--- config.mk ---
export PLATFORM = sky130hd
export DESIGN_NAME = oblp_port
export DESIGN_NICKNAME = d
export VERILOG_FILES = /design/src/hdl/oblp_pkg.sv /design/src/hdl/oblp_mem_if.sv /design/src/hdl/oblp_buf_mem.sv /design/src/hdl/oblp_port.sv
export VERILOG_INCLUDE_DIRS = /design/src /design/src/hdl
export SDC_FILE = /design/constraint.sdc
export NUM_CORES = 1
export LEC_CHECK = 0
export BUFFER_PORTS_ARGS = -buffer_cell sky130_fd_sc_hd__clkbuf_2
export CAP_MARGIN = 20
export CORE_MARGIN = 2
export CORE_UTILIZATION = 25
export DETAILED_ROUTE_END_ITERATION = 8
export GPL_TIMING_DRIVEN = 0
export PLACE_DENSITY_LB_ADDON = 0.12
export SLEW_MARGIN = 25
export SYNTH_ARGS = -nofsm -noshare
export SYNTH_HDL_FRONTEND = slang
export SYNTH_SLANG_ARGS = --single-unit
--- constraint.sdc ---
create_clock -name i_mclk -period 11.6 [get_ports i_mclk]
set_input_delay 1.74 -clock i_mclk [delete_from_list [all_inputs] [get_ports i_mclk]]
set_output_delay 1.74 -clock i_mclk [all_outputs]
set_load 0.02 [all_outputs]
--- src/hdl/oblp_defs.svh ---
// Named constants for the outbound local packet port.
// Assumes a 20 MHz local clock and a forwarded link clock sampled by it.
`ifndef OBLP_DEFS_SVH
`define OBLP_DEFS_SVH

`define OB_MCLK_PERIOD_NS 50
`define OB_FWD_CLK_PERIOD_NS 400
`define OB_CAP_DELAY_CYC ((`OB_FWD_CLK_PERIOD_NS / 4) / `OB_MCLK_PERIOD_NS)
`define OB_CPL_HOLD_NS 200
`define OB_CPL_HOLD_CYC ((`OB_CPL_HOLD_NS + `OB_MCLK_PERIOD_NS - 1) / `OB_MCLK_PERIOD_NS)

`define OB_BUF_AW 4
`define OB_BUF_DEPTH 5'h10
`define OB_RDY_MARGIN 5'h04

`define OB_HDR_TYPE 27:24
`define OB_HDR_LBE 23:20
`define OB_HDR_FBE 19:16
`define OB_HDR_STAT 17:16
`define OB_HDR_VC 12
`define OB_HDR_LEN 9:0
`define OB_LEN_MAX 11'h400

// request type codes are shared by both directions.
`define OB_TYPE_RD32 4'h0
`define OB_TYPE_RD64 4'h1
`define OB_TYPE_WR32 4'h2
`define OB_TYPE_WR64 4'h3
`define OB_TYPE_CPL 4'h4
`define OB_TYPE_CPLD 4'h5

`define OB_STAT_OK 2'h0
`define OB_STAT_UR 2'h1
`define OB_STAT_CA 2'h2
`define OB_STAT_CTO 2'h3

// window hit codes carried in inbound request address words
`define OB_HIT_WIN0 2'h0
`define OB_HIT_WIN1 2'h1
`define OB_HIT_ROM 2'h2
`define OB_HIT_RSVD 2'h3
// low address bits carry no byte address
`define OB_ADDR_MASK 32'hFFFFFFFC

`define OB_REG_CTRL 8'h00
`define OB_REG_STATUS 8'h04
`define OB_REG_PKTS 8'h08
`define OB_REG_HDR 8'h0C
`define OB_REG_ADDR 8'h10
`define OB_REG_LEVEL 8'h14

`define OB_CTRL_EN 0
`define OB_CTRL_CPL_HOLD 1
`define OB_CTRL_WR_HOLD0 2
`define OB_CTRL_RST 4'h1

`define OB_ST_UNEXP 0
`define OB_ST_MALF 1
`define OB_ST_OVFL 2
`define OB_ST_BADEND 3
`define OB_ST_CPLERR 4

`endif

--- src/hdl/oblp_pkg.sv ---
// Types shared by the outbound local packet port and its buffer memory.
// Assumes the constants of oblp_defs.svh.
package oblp_pkg;

  typedef enum logic [1:0] {
    OBLP_P_IDLE = 2'h0,
    OBLP_P_BODY = 2'h1,
    OBLP_P_DROP = 2'h3
  } oblp_pstate_t;

  typedef struct packed {
    logic eop;
    logic bad;
    logic [31:0] data;
  } oblp_entry_t;

endpackage

--- src/hdl/oblp_mem_if.sv ---
// Port bundle between the packet port and its word buffer memory.
// Assumes both ends run on the same local clock.
`timescale 1ns/1ps
`include "oblp_defs.svh"

interface oblp_mem_if;
  logic we;
  logic [`OB_BUF_AW-1:0] waddr;
  oblp_pkg::oblp_entry_t wdata;
  logic re;
  logic [`OB_BUF_AW-1:0] raddr;
  oblp_pkg::oblp_entry_t rdata;

  modport ctl (output we, output waddr, output wdata, output re, output raddr, input rdata);
  modport mem (input we, input waddr, input wdata, input re, input raddr, output rdata);
endinterface

--- src/hdl/oblp_buf_mem.sv ---
// Word buffer of the outbound packet port, registered read.
// Assumes one write and one read port driven on the local clock.
`timescale 1ns/1ps
`include "oblp_defs.svh"

module oblp_buf_mem (
  input wire logic i_mclk,
  oblp_mem_if.mem mif
);

  oblp_pkg::oblp_entry_t mem_r [0:(1 << `OB_BUF_AW) - 1];
  oblp_pkg::oblp_entry_t rdata_r;

  always_ff @(posedge i_mclk)
  begin
    if (mif.we)
    begin
      mem_r[mif.waddr] <= mif.wdata;
    end
  end

  always_ff @(posedge i_mclk)
  begin
    if (mif.re)
    begin
      rdata_r <= mem_r[mif.raddr];
    end
  end

  assign mif.rdata = rdata_r;

endmodule

--- src/hdl/oblp_port.sv ---
// Outbound local packet port: DDR lane capture, framing, checks and readies.
// Assumes the forwarded clock is far slower than i_mclk and is sampled by it.
//
// Strobed register access and the register offsets were decided locally.
`timescale 1ns/1ps
`include "oblp_defs.svh"

module oblp_port (
  input wire logic i_mclk,
  input wire logic i_nrst,
  input wire logic i_outbound_forwarded_clock,
  input wire logic [15:0] i_outbound_lane_data,
  input wire logic i_outbound_packet_frame,
  input wire logic i_outbound_word_valid,
  input wire logic i_outbound_bad_end_flag,
  output logic o_outbound_buffer_ready,
  output logic [1:0] o_wr_ready,
  output logic [1:0] o_cpl_ready,
  output logic o_outbound_error,
  output logic [31:0] o_pkt_data,
  output logic o_pkt_valid,
  output logic o_pkt_last,
  output logic o_pkt_bad,
  input wire logic i_pkt_ready,
  input wire logic [7:0] i_reg_addr,
  input wire logic [31:0] i_reg_wdata,
  input wire logic i_reg_wr,
  input wire logic i_reg_rd,
  output logic [31:0] o_reg_rdata
);

  // Words in a packet per its header, with a zero length read as the maximum.
  function automatic logic [10:0] exp_words(input logic [31:0] hdr);
    logic [10:0] len;
    len = (hdr[`OB_HDR_LEN] == 10'h000) ? `OB_LEN_MAX : {1'b0, hdr[`OB_HDR_LEN]};
    unique case (hdr[`OB_HDR_TYPE])
      `OB_TYPE_RD32: exp_words = 11'h002;
      `OB_TYPE_RD64: exp_words = 11'h003;
      `OB_TYPE_WR32: exp_words = 11'(len + 11'h002);
      `OB_TYPE_WR64: exp_words = 11'(len + 11'h003);
      `OB_TYPE_CPL: exp_words = 11'h002;
      `OB_TYPE_CPLD: exp_words = 11'(len + 11'h001);
      default: exp_words = 11'h002;
    endcase
  endfunction

  function automatic logic hit(input logic [7:0] addr, input logic [7:0] off);
    hit = (addr == off);
  endfunction

  oblp_mem_if mif ();

  oblp_buf_mem u_mem (
    .i_mclk(i_mclk),
    .mif(mif.mem)
  );

  logic [19:0] sync1_r;
  logic [19:0] sync2_r;
  logic ck_d_r;
  logic [2:0] cap_cnt_r;
  logic cap_rise_r;
  logic [15:0] lo_data_r;
  logic [2:0] lo_flags_r;
  logic w_stb_r;
  logic [31:0] w_data_r;
  logic w_frame_r;
  logic w_bad_r;
  logic cap_pulse;
  logic cap_lo;
  logic cap_hi;

  always_ff @(posedge i_mclk or negedge i_nrst)
  begin
    if (!i_nrst)
    begin
      sync1_r <= 20'h00000;
      sync2_r <= 20'h00000;
      ck_d_r <= 1'b0;
    end
    else
    begin
      sync1_r <= {i_outbound_forwarded_clock, i_outbound_bad_end_flag,
                  i_outbound_word_valid, i_outbound_packet_frame, i_outbound_lane_data};
      sync2_r <= sync1_r;
      ck_d_r <= sync2_r[19];
    end
  end

  // DDR edge capture
  // Each edge is sampled a quarter period late, in the middle of the data eye.
  always_ff @(posedge i_mclk or negedge i_nrst)
  begin
    if (!i_nrst)
    begin
      cap_cnt_r <= 3'h0;
      cap_rise_r <= 1'b0;
    end
    else if (sync2_r[19] != ck_d_r)
    begin
      cap_cnt_r <= 3'(`OB_CAP_DELAY_CYC);
      cap_rise_r <= sync2_r[19];
    end
    else if (cap_cnt_r != 3'h0)
    begin
      cap_cnt_r <= cap_cnt_r - 3'h1;
    end
  end

  assign cap_pulse = (cap_cnt_r == 3'h1);
  assign cap_lo = cap_pulse & cap_rise_r;
  assign cap_hi = cap_pulse & ~cap_rise_r;

  // flags per word
  // Frame, valid and bad-end are taken with the low half and cover the whole word.
  always_ff @(posedge i_mclk or negedge i_nrst)
  begin
    if (!i_nrst)
    begin
      lo_data_r <= 16'h0000;
      lo_flags_r <= 3'h0;
    end
    else if (cap_lo)
    begin
      lo_data_r <= sync2_r[15:0];
      lo_flags_r <= sync2_r[18:16];
    end
  end

  always_ff @(posedge i_mclk or negedge i_nrst)
  begin
    if (!i_nrst)
    begin
      w_stb_r <= 1'b0;
      w_data_r <= 32'h00000000;
      w_frame_r <= 1'b0;
      w_bad_r <= 1'b0;
    end
    else
    begin
      w_stb_r <= cap_hi & lo_flags_r[1];
      if (cap_hi)
      begin
        w_data_r <= {sync2_r[15:0], lo_data_r};
        w_frame_r <= lo_flags_r[0];
        w_bad_r <= lo_flags_r[2];
      end
    end
  end

  oblp_pkg::oblp_pstate_t st_r;
  oblp_pkg::oblp_pstate_t st_nxt;
  logic [10:0] cnt_r;
  logic [10:0] exp_r;
  logic pkt_bad_r;
  logic [31:0] hdr_r;
  logic [31:0] addr_r;
  logic [31:0] pkts_r;
  logic [`OB_BUF_AW:0] wptr_r;
  logic [`OB_BUF_AW:0] rptr_r;
  logic [`OB_BUF_AW:0] level;
  logic full;
  logic [10:0] cnt_inc;
  logic hdr_malf;
  logic len_bad;
  logic mem_we;
  oblp_pkg::oblp_entry_t entry;
  logic [4:0] st_set;

  assign level = wptr_r - rptr_r;
  assign full = (level == `OB_BUF_DEPTH);
  assign cnt_inc = cnt_r + 11'h001;

  // single word carries no last enables
  always_comb
  begin
    hdr_malf = (w_data_r[`OB_HDR_TYPE] > `OB_TYPE_CPLD);
    if ((w_data_r[`OB_HDR_TYPE] <= `OB_TYPE_WR64) && (w_data_r[`OB_HDR_LEN] == 10'h001)
        && (w_data_r[`OB_HDR_LBE] != 4'h0))
    begin
      hdr_malf = 1'b1;
    end
  end

  assign len_bad = w_frame_r ? (cnt_inc >= exp_r) : (cnt_inc != exp_r);

  always_comb
  begin
    st_nxt = st_r;
    mem_we = 1'b0;
    entry.eop = 1'b0;
    entry.bad = 1'b0;
    entry.data = w_data_r;
    st_set = 5'h00;
    unique case (st_r)
      oblp_pkg::OBLP_P_IDLE:
      begin
        if (w_stb_r && w_frame_r)
        begin
          st_set[`OB_ST_MALF] = hdr_malf;
          if (w_data_r[`OB_HDR_TYPE] == `OB_TYPE_CPL || w_data_r[`OB_HDR_TYPE] == `OB_TYPE_CPLD)
          begin
            st_set[`OB_ST_CPLERR] = (w_data_r[`OB_HDR_STAT] != `OB_STAT_OK);
          end
          if (full)
          begin
            st_set[`OB_ST_OVFL] = 1'b1;
            st_nxt = oblp_pkg::OBLP_P_DROP;
          end
          else
          begin
            mem_we = 1'b1;
            st_nxt = oblp_pkg::OBLP_P_BODY;
          end
        end
        else if (w_stb_r)
        begin
          st_set[`OB_ST_UNEXP] = 1'b1;
        end
      end
      oblp_pkg::OBLP_P_BODY:
      begin
        if (w_stb_r)
        begin
          st_set[`OB_ST_MALF] = len_bad;
          st_set[`OB_ST_BADEND] = ~w_frame_r & w_bad_r;
          if (full)
          begin
            st_set[`OB_ST_OVFL] = 1'b1;
            st_nxt = w_frame_r ? oblp_pkg::OBLP_P_DROP : oblp_pkg::OBLP_P_IDLE;
          end
          else
          begin
            mem_we = 1'b1;
            entry.eop = ~w_frame_r;
            entry.bad = pkt_bad_r | len_bad | (~w_frame_r & w_bad_r);
            st_nxt = w_frame_r ? oblp_pkg::OBLP_P_BODY : oblp_pkg::OBLP_P_IDLE;
          end
        end
      end
      oblp_pkg::OBLP_P_DROP:
      begin
        if (w_stb_r && !w_frame_r)
        begin
          st_nxt = oblp_pkg::OBLP_P_IDLE;
        end
      end
      default:
      begin
        st_nxt = oblp_pkg::OBLP_P_IDLE;
      end
    endcase
  end

  // posted writes and split reads share one framing path
  // completion without data is header plus one word
  always_ff @(posedge i_mclk or negedge i_nrst)
  begin
    if (!i_nrst)
    begin
      st_r <= oblp_pkg::OBLP_P_IDLE;
      cnt_r <= 11'h000;
      exp_r <= 11'h000;
      pkt_bad_r <= 1'b0;
      hdr_r <= 32'h00000000;
      addr_r <= 32'h00000000;
    end
    else
    begin
      st_r <= st_nxt;
      if (w_stb_r && st_r == oblp_pkg::OBLP_P_IDLE && w_frame_r)
      begin
        cnt_r <= 11'h001;
        exp_r <= exp_words(w_data_r);
        pkt_bad_r <= hdr_malf;
        hdr_r <= w_data_r;
      end
      else if (w_stb_r && st_r == oblp_pkg::OBLP_P_BODY)
      begin
        cnt_r <= cnt_inc;
        pkt_bad_r <= pkt_bad_r | len_bad;
        if ((cnt_r == 11'h001 && (hdr_r[`OB_HDR_TYPE] == `OB_TYPE_RD32
             || hdr_r[`OB_HDR_TYPE] == `OB_TYPE_WR32))
            || (cnt_r == 11'h002 && (hdr_r[`OB_HDR_TYPE] == `OB_TYPE_RD64
             || hdr_r[`OB_HDR_TYPE] == `OB_TYPE_WR64)))
        begin
          addr_r <= w_data_r & `OB_ADDR_MASK;
        end
      end
    end
  end

  logic rd_pend_r;
  logic out_valid_r;
  logic issue;

  assign issue = (level != 5'h00) & ~rd_pend_r & (~out_valid_r | i_pkt_ready);
  assign mif.we = mem_we;
  assign mif.waddr = wptr_r[`OB_BUF_AW-1:0];
  assign mif.wdata = entry;
  assign mif.re = issue;
  assign mif.raddr = rptr_r[`OB_BUF_AW-1:0];

  always_ff @(posedge i_mclk or negedge i_nrst)
  begin
    if (!i_nrst)
    begin
      wptr_r <= 5'h00;
      rptr_r <= 5'h00;
      rd_pend_r <= 1'b0;
      out_valid_r <= 1'b0;
      o_pkt_data <= 32'h00000000;
      o_pkt_last <= 1'b0;
      o_pkt_bad <= 1'b0;
      pkts_r <= 32'h00000000;
    end
    else
    begin
      if (mem_we)
      begin
        wptr_r <= wptr_r + 5'h01;
      end
      if (mem_we && entry.eop)
      begin
        pkts_r <= pkts_r + 32'h00000001;
      end
      if (issue)
      begin
        rptr_r <= rptr_r + 5'h01;
      end
      rd_pend_r <= issue;
      if (rd_pend_r)
      begin
        out_valid_r <= 1'b1;
        o_pkt_data <= mif.rdata.data;
        o_pkt_last <= mif.rdata.eop;
        o_pkt_bad <= mif.rdata.bad;
      end
      else if (i_pkt_ready)
      begin
        out_valid_r <= 1'b0;
      end
    end
  end

  assign o_pkt_valid = out_valid_r;

  logic [3:0] ctrl_r;
  logic [4:0] status_r;
  logic [2:0] cpl_busy_r;
  logic space_ok_r;

  // sticky error bits, a new event beats a clear in the same cycle
  always_ff @(posedge i_mclk or negedge i_nrst)
  begin
    if (!i_nrst)
    begin
      ctrl_r <= `OB_CTRL_RST;
      status_r <= 5'h00;
      o_reg_rdata <= 32'h00000000;
    end
    else
    begin
      if (i_reg_wr && hit(i_reg_addr, `OB_REG_CTRL))
      begin
        ctrl_r <= i_reg_wdata[3:0];
      end
      status_r <= (status_r & ~((i_reg_wr && hit(i_reg_addr, `OB_REG_STATUS))
                  ? i_reg_wdata[4:0] : 5'h00)) | st_set;
      o_reg_rdata <= 32'h00000000;
      if (i_reg_rd)
      begin
        if (hit(i_reg_addr, `OB_REG_CTRL))
          o_reg_rdata <= {28'h0000000, ctrl_r};
        else if (hit(i_reg_addr, `OB_REG_STATUS))
          o_reg_rdata <= {27'h0000000, status_r};
        else if (hit(i_reg_addr, `OB_REG_PKTS))
          o_reg_rdata <= pkts_r;
        else if (hit(i_reg_addr, `OB_REG_HDR))
          o_reg_rdata <= hdr_r;
        else if (hit(i_reg_addr, `OB_REG_ADDR))
          o_reg_rdata <= addr_r;
        else if (hit(i_reg_addr, `OB_REG_LEVEL))
          o_reg_rdata <= {27'h0000000, level};
      end
    end
  end

  // margin covers the far end's three-cycle stop
  always_ff @(posedge i_mclk or negedge i_nrst)
  begin
    if (!i_nrst)
    begin
      cpl_busy_r <= 3'h0;
      space_ok_r <= 1'b0;
    end
    else
    begin
      if (i_reg_wr || i_reg_rd)
        cpl_busy_r <= 3'(`OB_CPL_HOLD_CYC);
      else if (cpl_busy_r != 3'h0)
        cpl_busy_r <= cpl_busy_r - 3'h1;
      space_ok_r <= (level + 5'(mem_we) < (`OB_BUF_DEPTH - `OB_RDY_MARGIN));
    end
  end

  assign o_outbound_buffer_ready = space_ok_r;
  assign o_outbound_error = status_r[`OB_ST_UNEXP] | status_r[`OB_ST_MALF]
                            | status_r[`OB_ST_OVFL];

  genvar v;
  generate
    for (v = 0; v < 2; v = v + 1)
    begin : g_vc
      assign o_wr_ready[v] = ctrl_r[`OB_CTRL_EN] & space_ok_r
                             & ~ctrl_r[`OB_CTRL_WR_HOLD0 + v];
      assign o_cpl_ready[v] = ctrl_r[`OB_CTRL_EN] & space_ok_r
                              & ~ctrl_r[`OB_CTRL_CPL_HOLD] & (cpl_busy_r == 3'h0);
    end
  endgenerate
endmodule

After elaboration in Yosys (flattened, before gate mapping)
Memory sizes are Yosys's and may differ from the RTL's. A register that Yosys moved wholly into a read port is not among the register bits.
Cells that the tools add are included.
Widths: inputs -> output; s select.
- bits in registers: 309
- bits in latches: 0
- memory bits (writable): 544
- bits in read-only memories: 0
- bits of input ports: 65
- output and inout port bits: 73
- memories kept: 1
- add/sub/neg operators: 11
- multipliers: 0
- divide/modulo/power cells: 0
- $lt $le $gt $ge: 4
- eq/ne operators: 25
- shift operators: 0
- multiplexer cells: 50
- bitwise logic cells: 27
- reductions and logical operators: 34
- memory list (name ; depth ; bits a word ; read ports ; clocked after Yosys merged registers in ; write ports ; RTL line ; source):
    u_mem.mem_r ; 16 ; 34 ; 1 ; 1 ; 1 ; oblp_buf_mem.sv:11 ; oblp_pkg::oblp_entry_t mem_r [0:(1 << `OB_BUF_AW) - 1];
- operators by type and width (kind ; number):
    $mux 32 ; 6
    $pmux 11 s4 ; 1
    $mux 11 ; 3
    $add 32x1->32 const B ; 1
    $add 11x1->11 const B ; 2
    $add 11x2->11 const B ; 2
    $mux 1 ; 20
    $mux 2 ; 10
    $eq 4x2->1 const B ; 4
    $eq 8x4->1 const B ; 2
    $eq 8x5->1 const B ; 2
    $mux 3 ; 5
    $logic_and 1x1->1 ; 12
    $and 1x1->1 ; 11
    $eq 11x1->1 const B ; 1
    $eq 11x2->1 const B ; 1
    $ge 11x11->1 ; 1
    $ne 11x11->1 ; 1
    $add 5x1->5 const B ; 2
    $eq 10x1->1 const B ; 1
    $logic_not 10->1 ; 1
    $mux 5 ; 2
    $reduce_bool 2->1 ; 5
    $eq 4x1->1 const B ; 2
    32 further kinds ; 53

Depth between registers and ports, before layout
- word-level depth: 9
- mapped depth: 11
- mapped depth without buffers: 11

Modules after synthesis
Synthesis repeated with hierarchy kept, for this count alone.
- cells, all modules: 2043
- area, all modules: 35166.2 µm²
- by module, submodules not included (module ; times used ; cells each ; area each (µm²) ; sequential area each (µm²)):
    oblp_buf_mem ; 1 ; 888 ; 21416.8 ; 17356.6
    oblp_port ; 1 ; 1155 ; 13749.4 ; 7733.7

Worst setup path after synthesis
OpenSTA, ideal clock, no wires.
- kind: reg2reg
- start: reg rptr_r[2]
- end: reg rptr_r[1]
- library setup time: 127 ps
- arrival time: 4635 ps
- data required time: 11473 ps
- path slack: 6838 ps
- cell stages (with the launch flop): 10
- buffers on the path: 2
- clock period less this slack: 4762 ps
- path through: dfrtp_1 > inv_2 > buf_1 > ha_1 > xor2_1 > and4_1 > or2_2 > clkbuf_1 > a21oi_1 > mux2_2
- cells in the longest elaborated chain, start to end: 4
- ends and longest elaborated chain (item ; RTL line ; source):
    from (decl) ; oblp_port.sv:160 ; logic [`OB_BUF_AW:0] rptr_r;
    from (signal assigned) ; oblp_port.sv:329 ; rptr_r <= rptr_r + 5'h01;
    $sub 5x5->5 ; oblp_port.sv:170 ; assign level = wptr_r - rptr_r;
    $reduce_bool 5->1 ; oblp_port.sv:297 ; assign issue = (level != 5'h00) & ~rd_pend_r & (~out_valid_r | i_pkt_ready);
    $and 1x1->1 (2 in series) ; oblp_port.sv:297 ;
    via issue ; oblp_port.sv:295 ; logic issue;
The timed path passes the listed nets, and every way through them passes these cells.
A chain may end at the register's enable or synchronous reset.

Worst setup path after layout
- start: reg rptr_r[1]
- end: mem u_mem.mem_r[11][7] (netlist bit) (enable)
- cells in the longest elaborated chain, start to end: 7
- ends and longest elaborated chain (item ; RTL line ; source):
    $sub 5x5->5 (*) ; oblp_port.sv:170 ;
    $eq 5x5->1 (no line) (*) ; -- ;
    $mux 1 (*) ; oblp_port.sv:205, oblp_port.sv:227 ;
    $mux 1 (on tied branches) ; oblp_port.sv:223, oblp_port.sv:198 ;
    $pmux 1 s2 (*) ; oblp_port.sv:195 ; unique case (st_r)
    $mux 1 (*) ; oblp_buf_mem.sv:16 ; if (mif.we)
    $mux 1 (not written as such) (*) ; oblp_buf_mem.sv:18 ; mem_r[mif.waddr] <= mif.wdata;
    to (decl) ; oblp_buf_mem.sv:11 ;
Mark *: on every way between the ends. The rest lies on a longest branch, timed or not.

==> summary.md <==
| Metric | Value |
|---|---|
| I/O pin count | 138 |
| Remaining antenna violation count | 0 |
| Drt wl/cell | 25.00 microns |
| Power per Cell Area | 240.9 nW/um^2 |
| Global route hottest layer | met2 |
| Final Critical Period | 4.911 ns |
| PostCTS Resize Cnt | 0 |
| Syn Inst Count | 1967 |
| Ys flop type | edfxtp_1 |
| Gr usage total | 0.1482 |
| Root Driver | clkbuf_16 |
| Leak Pwr | 0.01527 uW |
| MaxCap Viol Count | 0 |
| Fill count | 13.86k |
| M2 GR Usage | 0.2462 |
| Global Route met1 Usage | 0.1995 |
| Syn Area/Cell | 17.77 sq um |
| Initial antenna violation count | 3 |
| Synth area leaders | edfxtp_1 (50%), dfrtp_1 (22%), mux4_2 (11%) |
| First-pass GRT wire length | 151000 microns |
| Worst Tran Pin Value | 1.093 ns |
| Final Max Slew Viols | 0 |
| Residual overflow from global routing | 0 |
| Final instance area | 42040 sq um |
| Number of enable flip-flop cells after synthesis | 578 |
| Net Count, Synth | 2065 |
| Final period utilization | 0.4234 |
| WP data required | 11.99 ns |
| Ys Warns | 0 |
| Iter 0 DRT Violations | 1616 |
| Critical path type | register to register |
| Maximum clock rate | 203.6 MHz |
| DRT Pass-1 Iters | 7 |
| Clk buf depth | 3 |
| CTS H-tree depth | 3 |
| Power Total | 10130 uW |
| TritonCTS Sinks | 887 |
| Area of the multi-input gates | 9375 sq um |
| Hold EP | sync2_r[17] |
| Final setup vio count | 0 |
| Top cells by count, synth | edfxtp_1 (578), dfrtp_1 (308), mux4_2 (170) |
| Setup crit start kind | register |
| Fraction of registers with async set/reset | 0.3484 |
| Core area | 139200 sq um |
| Vias in the first global route | 20.65k |
| Vias | 19.03k |
| R2R depth | 11 |
| CTS tree | built |
| Final setup TNS | 0 ns |
| Residual DRC | 0 |
| Height of the die | 377.9 microns |
| Clock Latency Late Sink | 0.71 ns |
| R2R Setup Slk | 6.69 ns |
| RSZ-0062 raised after global routing | false |
| Area share of the largest cell type after synthesis | 0.4965 |
| HPWL Detailed | 67810 microns |
| Leading area contributor after synthesis | edfxtp_1 |
| Num CTS Buffers | 104 |
| DIE AREA | 142800 sq um |
| Layout cells sized above 1 | 0.2809 |
| Post-CTS Setup Bufs | 0 |
| DR vias/cell | 4.559 |
| # hold bufs at CTS | 0 |
| Die X-Extent | 377.9 microns |
| Nets | 2304 |
| Post-synth design cell area | 34950 sq um |
| M3 GR Usage | 0.02484 |
| Final hold slack | 0.3395 ns |
| Reg-to-Reg Start | rptr_r[1] |
| Number of library cell types mapped by synthesis | 66 |
| Hold Startpoint | sync1_r[17] |
| Reg-to-reg endpoint | u_mem.mem_r[11][7] |
| Area delta synth->final | 20.26% |
| Rows | 137 |
| CTS clk-pin slew, worst paths | 0.06 ns |
| CP max FO | 18 |
| Placed instance area | 38500 sq um |
| Peak VDD IR | 0.1232 mV |
| Reg area | 25090 sq um |
| Clock skew | 0.05445 ns |
| Most numerous cell in the Yosys netlist | edfxtp_1 |
| Seq/Total Area, Yosys | 0.7178 |
| Final hold vios | 0 |
| Yosys reg bits | 887 |
| Worst EP arrival | 5.30 ns |
| WL final | 104400 microns |
| PortBufs | 109 |
| Final GP Congestion | 0.8099 |
| Setup crit end kind | register |
| Initial Utilization | 0.2511 |
| Largest net degree at the start of global routing | 80 |
| Outcome | complete, no violations |
| Min-Delay Path Depth | 0 |
| Rel. slew slack | 0.2716 |
| Hold/Removal Path Class | register to register |
==> state kept, by name (all words and copies together), names as in the netlist, 3 cells and up <==
| signal | flops |
|---|---|
| rptr_r | 5 |
| sync1_r | 20 |
| sync2_r | 20 |
| w_data_r | 32 |
| u_mem.mem_r | 544 |
| ctrl_r | 4 |
| o_pkt_data | 32 |
| addr_r | 30 |
| o_reg_rdata | 32 |
| hdr_r | 32 |
| exp_r | 11 |
| cpl_busy_r | 3 |
| u_mem.mif.rdata | 34 |
| pkts_r | 32 |
| cap_cnt_r | 3 |
| lo_data_r | 16 |
| status_r | 5 |
| cnt_r | 11 |
| lo_flags_r | 3 |
| wptr_r | 5 |
==> where the power goes <==
part	switching, uW	internal [uW]	leakage, uW
sequential	509	3950	0.00933
combinational	1310	1020	0.00422
clock	1350	1990	0.00172
total	3170	6960	0.0153
==> stage by stage <==
step / std cells / utilization / worst slack, ns
after floorplan: 1967 / - / 6.838
after global placement: 3952 / 0.2719 / 1.076
after detailed placement: 3976 / 0.2766 / 6.628
after CTS: 4172 / 0.3019 / 6.595
after global routing: 4172 / 0.3019 / 6.355
final: 4175 / 0.3020 / 6.689
==> logic make-up after synthesis <==
logic type                 synth area share
and+or+nand+nor                     0.04915
AOI/OAI and AO/OA                   0.03705
DFF                                  0.7178
xor gates and xnor gates            0.01478
buffers and inverters               0.01639
muxes                                0.1526
adders and majority gates           0.01224
==> worst max-delay path: stages (launching register included) <==
cell and delay, ns:
dfrtp_1 0.60, buf_2 0.51, clkbuf_1 0.62, inv_1 0.13, ha_1 0.23, a21oi_1 0.27
a211oi_1 0.14, or2_2 0.33, clkbuf_1 0.45, a21oi_1 0.50, and2_4 0.51, buf_12 0.27
==> cell usage in the layout, fill, tap and decap left out, drive strengths merged, types with 4 or more instances in the layout <==
cell type / Yosys / routed
nand4: 19 / 19
o21ai: 38 / 38
o2111ai: 12 / 12
a22o: 7 / 7
nor2: 74 / 74
a31oi: 4 / 4
and2: 8 / 8
edfxtp: 578 / 578
mux2: 123 / 123
or2: 4 / 4
a211oi: 4 / 4
nand3: 26 / 26
clkinv: 0 / 29
xor2: 21 / 21
ha: 31 / 31
o31ai: 4 / 4
o211ai: 15 / 15
clkbuf: 82 / 346
o22ai: 8 / 8
dfrtp: 308 / 308
nor3: 14 / 14
buf: 29 / 53
nand2b: 8 / 8
nor2b: 11 / 11
inv: 34 / 35
a222oi: 24 / 24
and3: 21 / 21
nor4: 12 / 12
bufinv: 0 / 9
and4: 7 / 7
mux2i: 12 / 12
a32o: 5 / 5
mux4: 170 / 170
a21oi: 30 / 30
xnor2: 38 / 38
a21o: 7 / 7
nand2: 140 / 140
==> how the worst max path moves through the flow <==
stage | from | to | slack [ns] | depth (start not counted)
5_1_grt | rptr_r[1] | u_mem.mem_r[11][7] | 6.36 | 11
4_1_cts | rptr_r[1] | u_mem.mem_r[11][0] | 6.60 | 11
6_report | rptr_r[1] | u_mem.mem_r[11][7] | 6.69 | 11
3_3_place_gp | i_nrst | o_reg_rdata[9] | 1.08 | 1
3_5_place_dp | rptr_r[1] | u_mem.mem_r[11][7] | 6.63 | 11
2_1_floorplan | rptr_r[2] | rptr_r[1] | 6.84 | 9
==> per-layer routing <==
metal	vias up	part of all wire	wire length, microns
li1	8191	-	-
met1	10216	0.45	47120
met2	480	0.48	50540
met3	147	0.039	4106
met4	0	0.025	2619
met5	-	0	0
==> layout make-up <==
class | instances | area share
Antenna cell | 3 | 0.0001786
Buffer | 111 | 0.01086
Clock buffer | 155 | 0.07126
Clock inverter | 41 | 0.01256
Inverter | 34 | 0.003096
Multi-Input combinational cell | 935 | 0.2230
Sequential cell | 887 | 0.5970
Tap cell | 1876 | 0.05584
Timing Repair Buffer | 133 | 0.02619
Note: power is estimated with default switching activity, not from simulation.
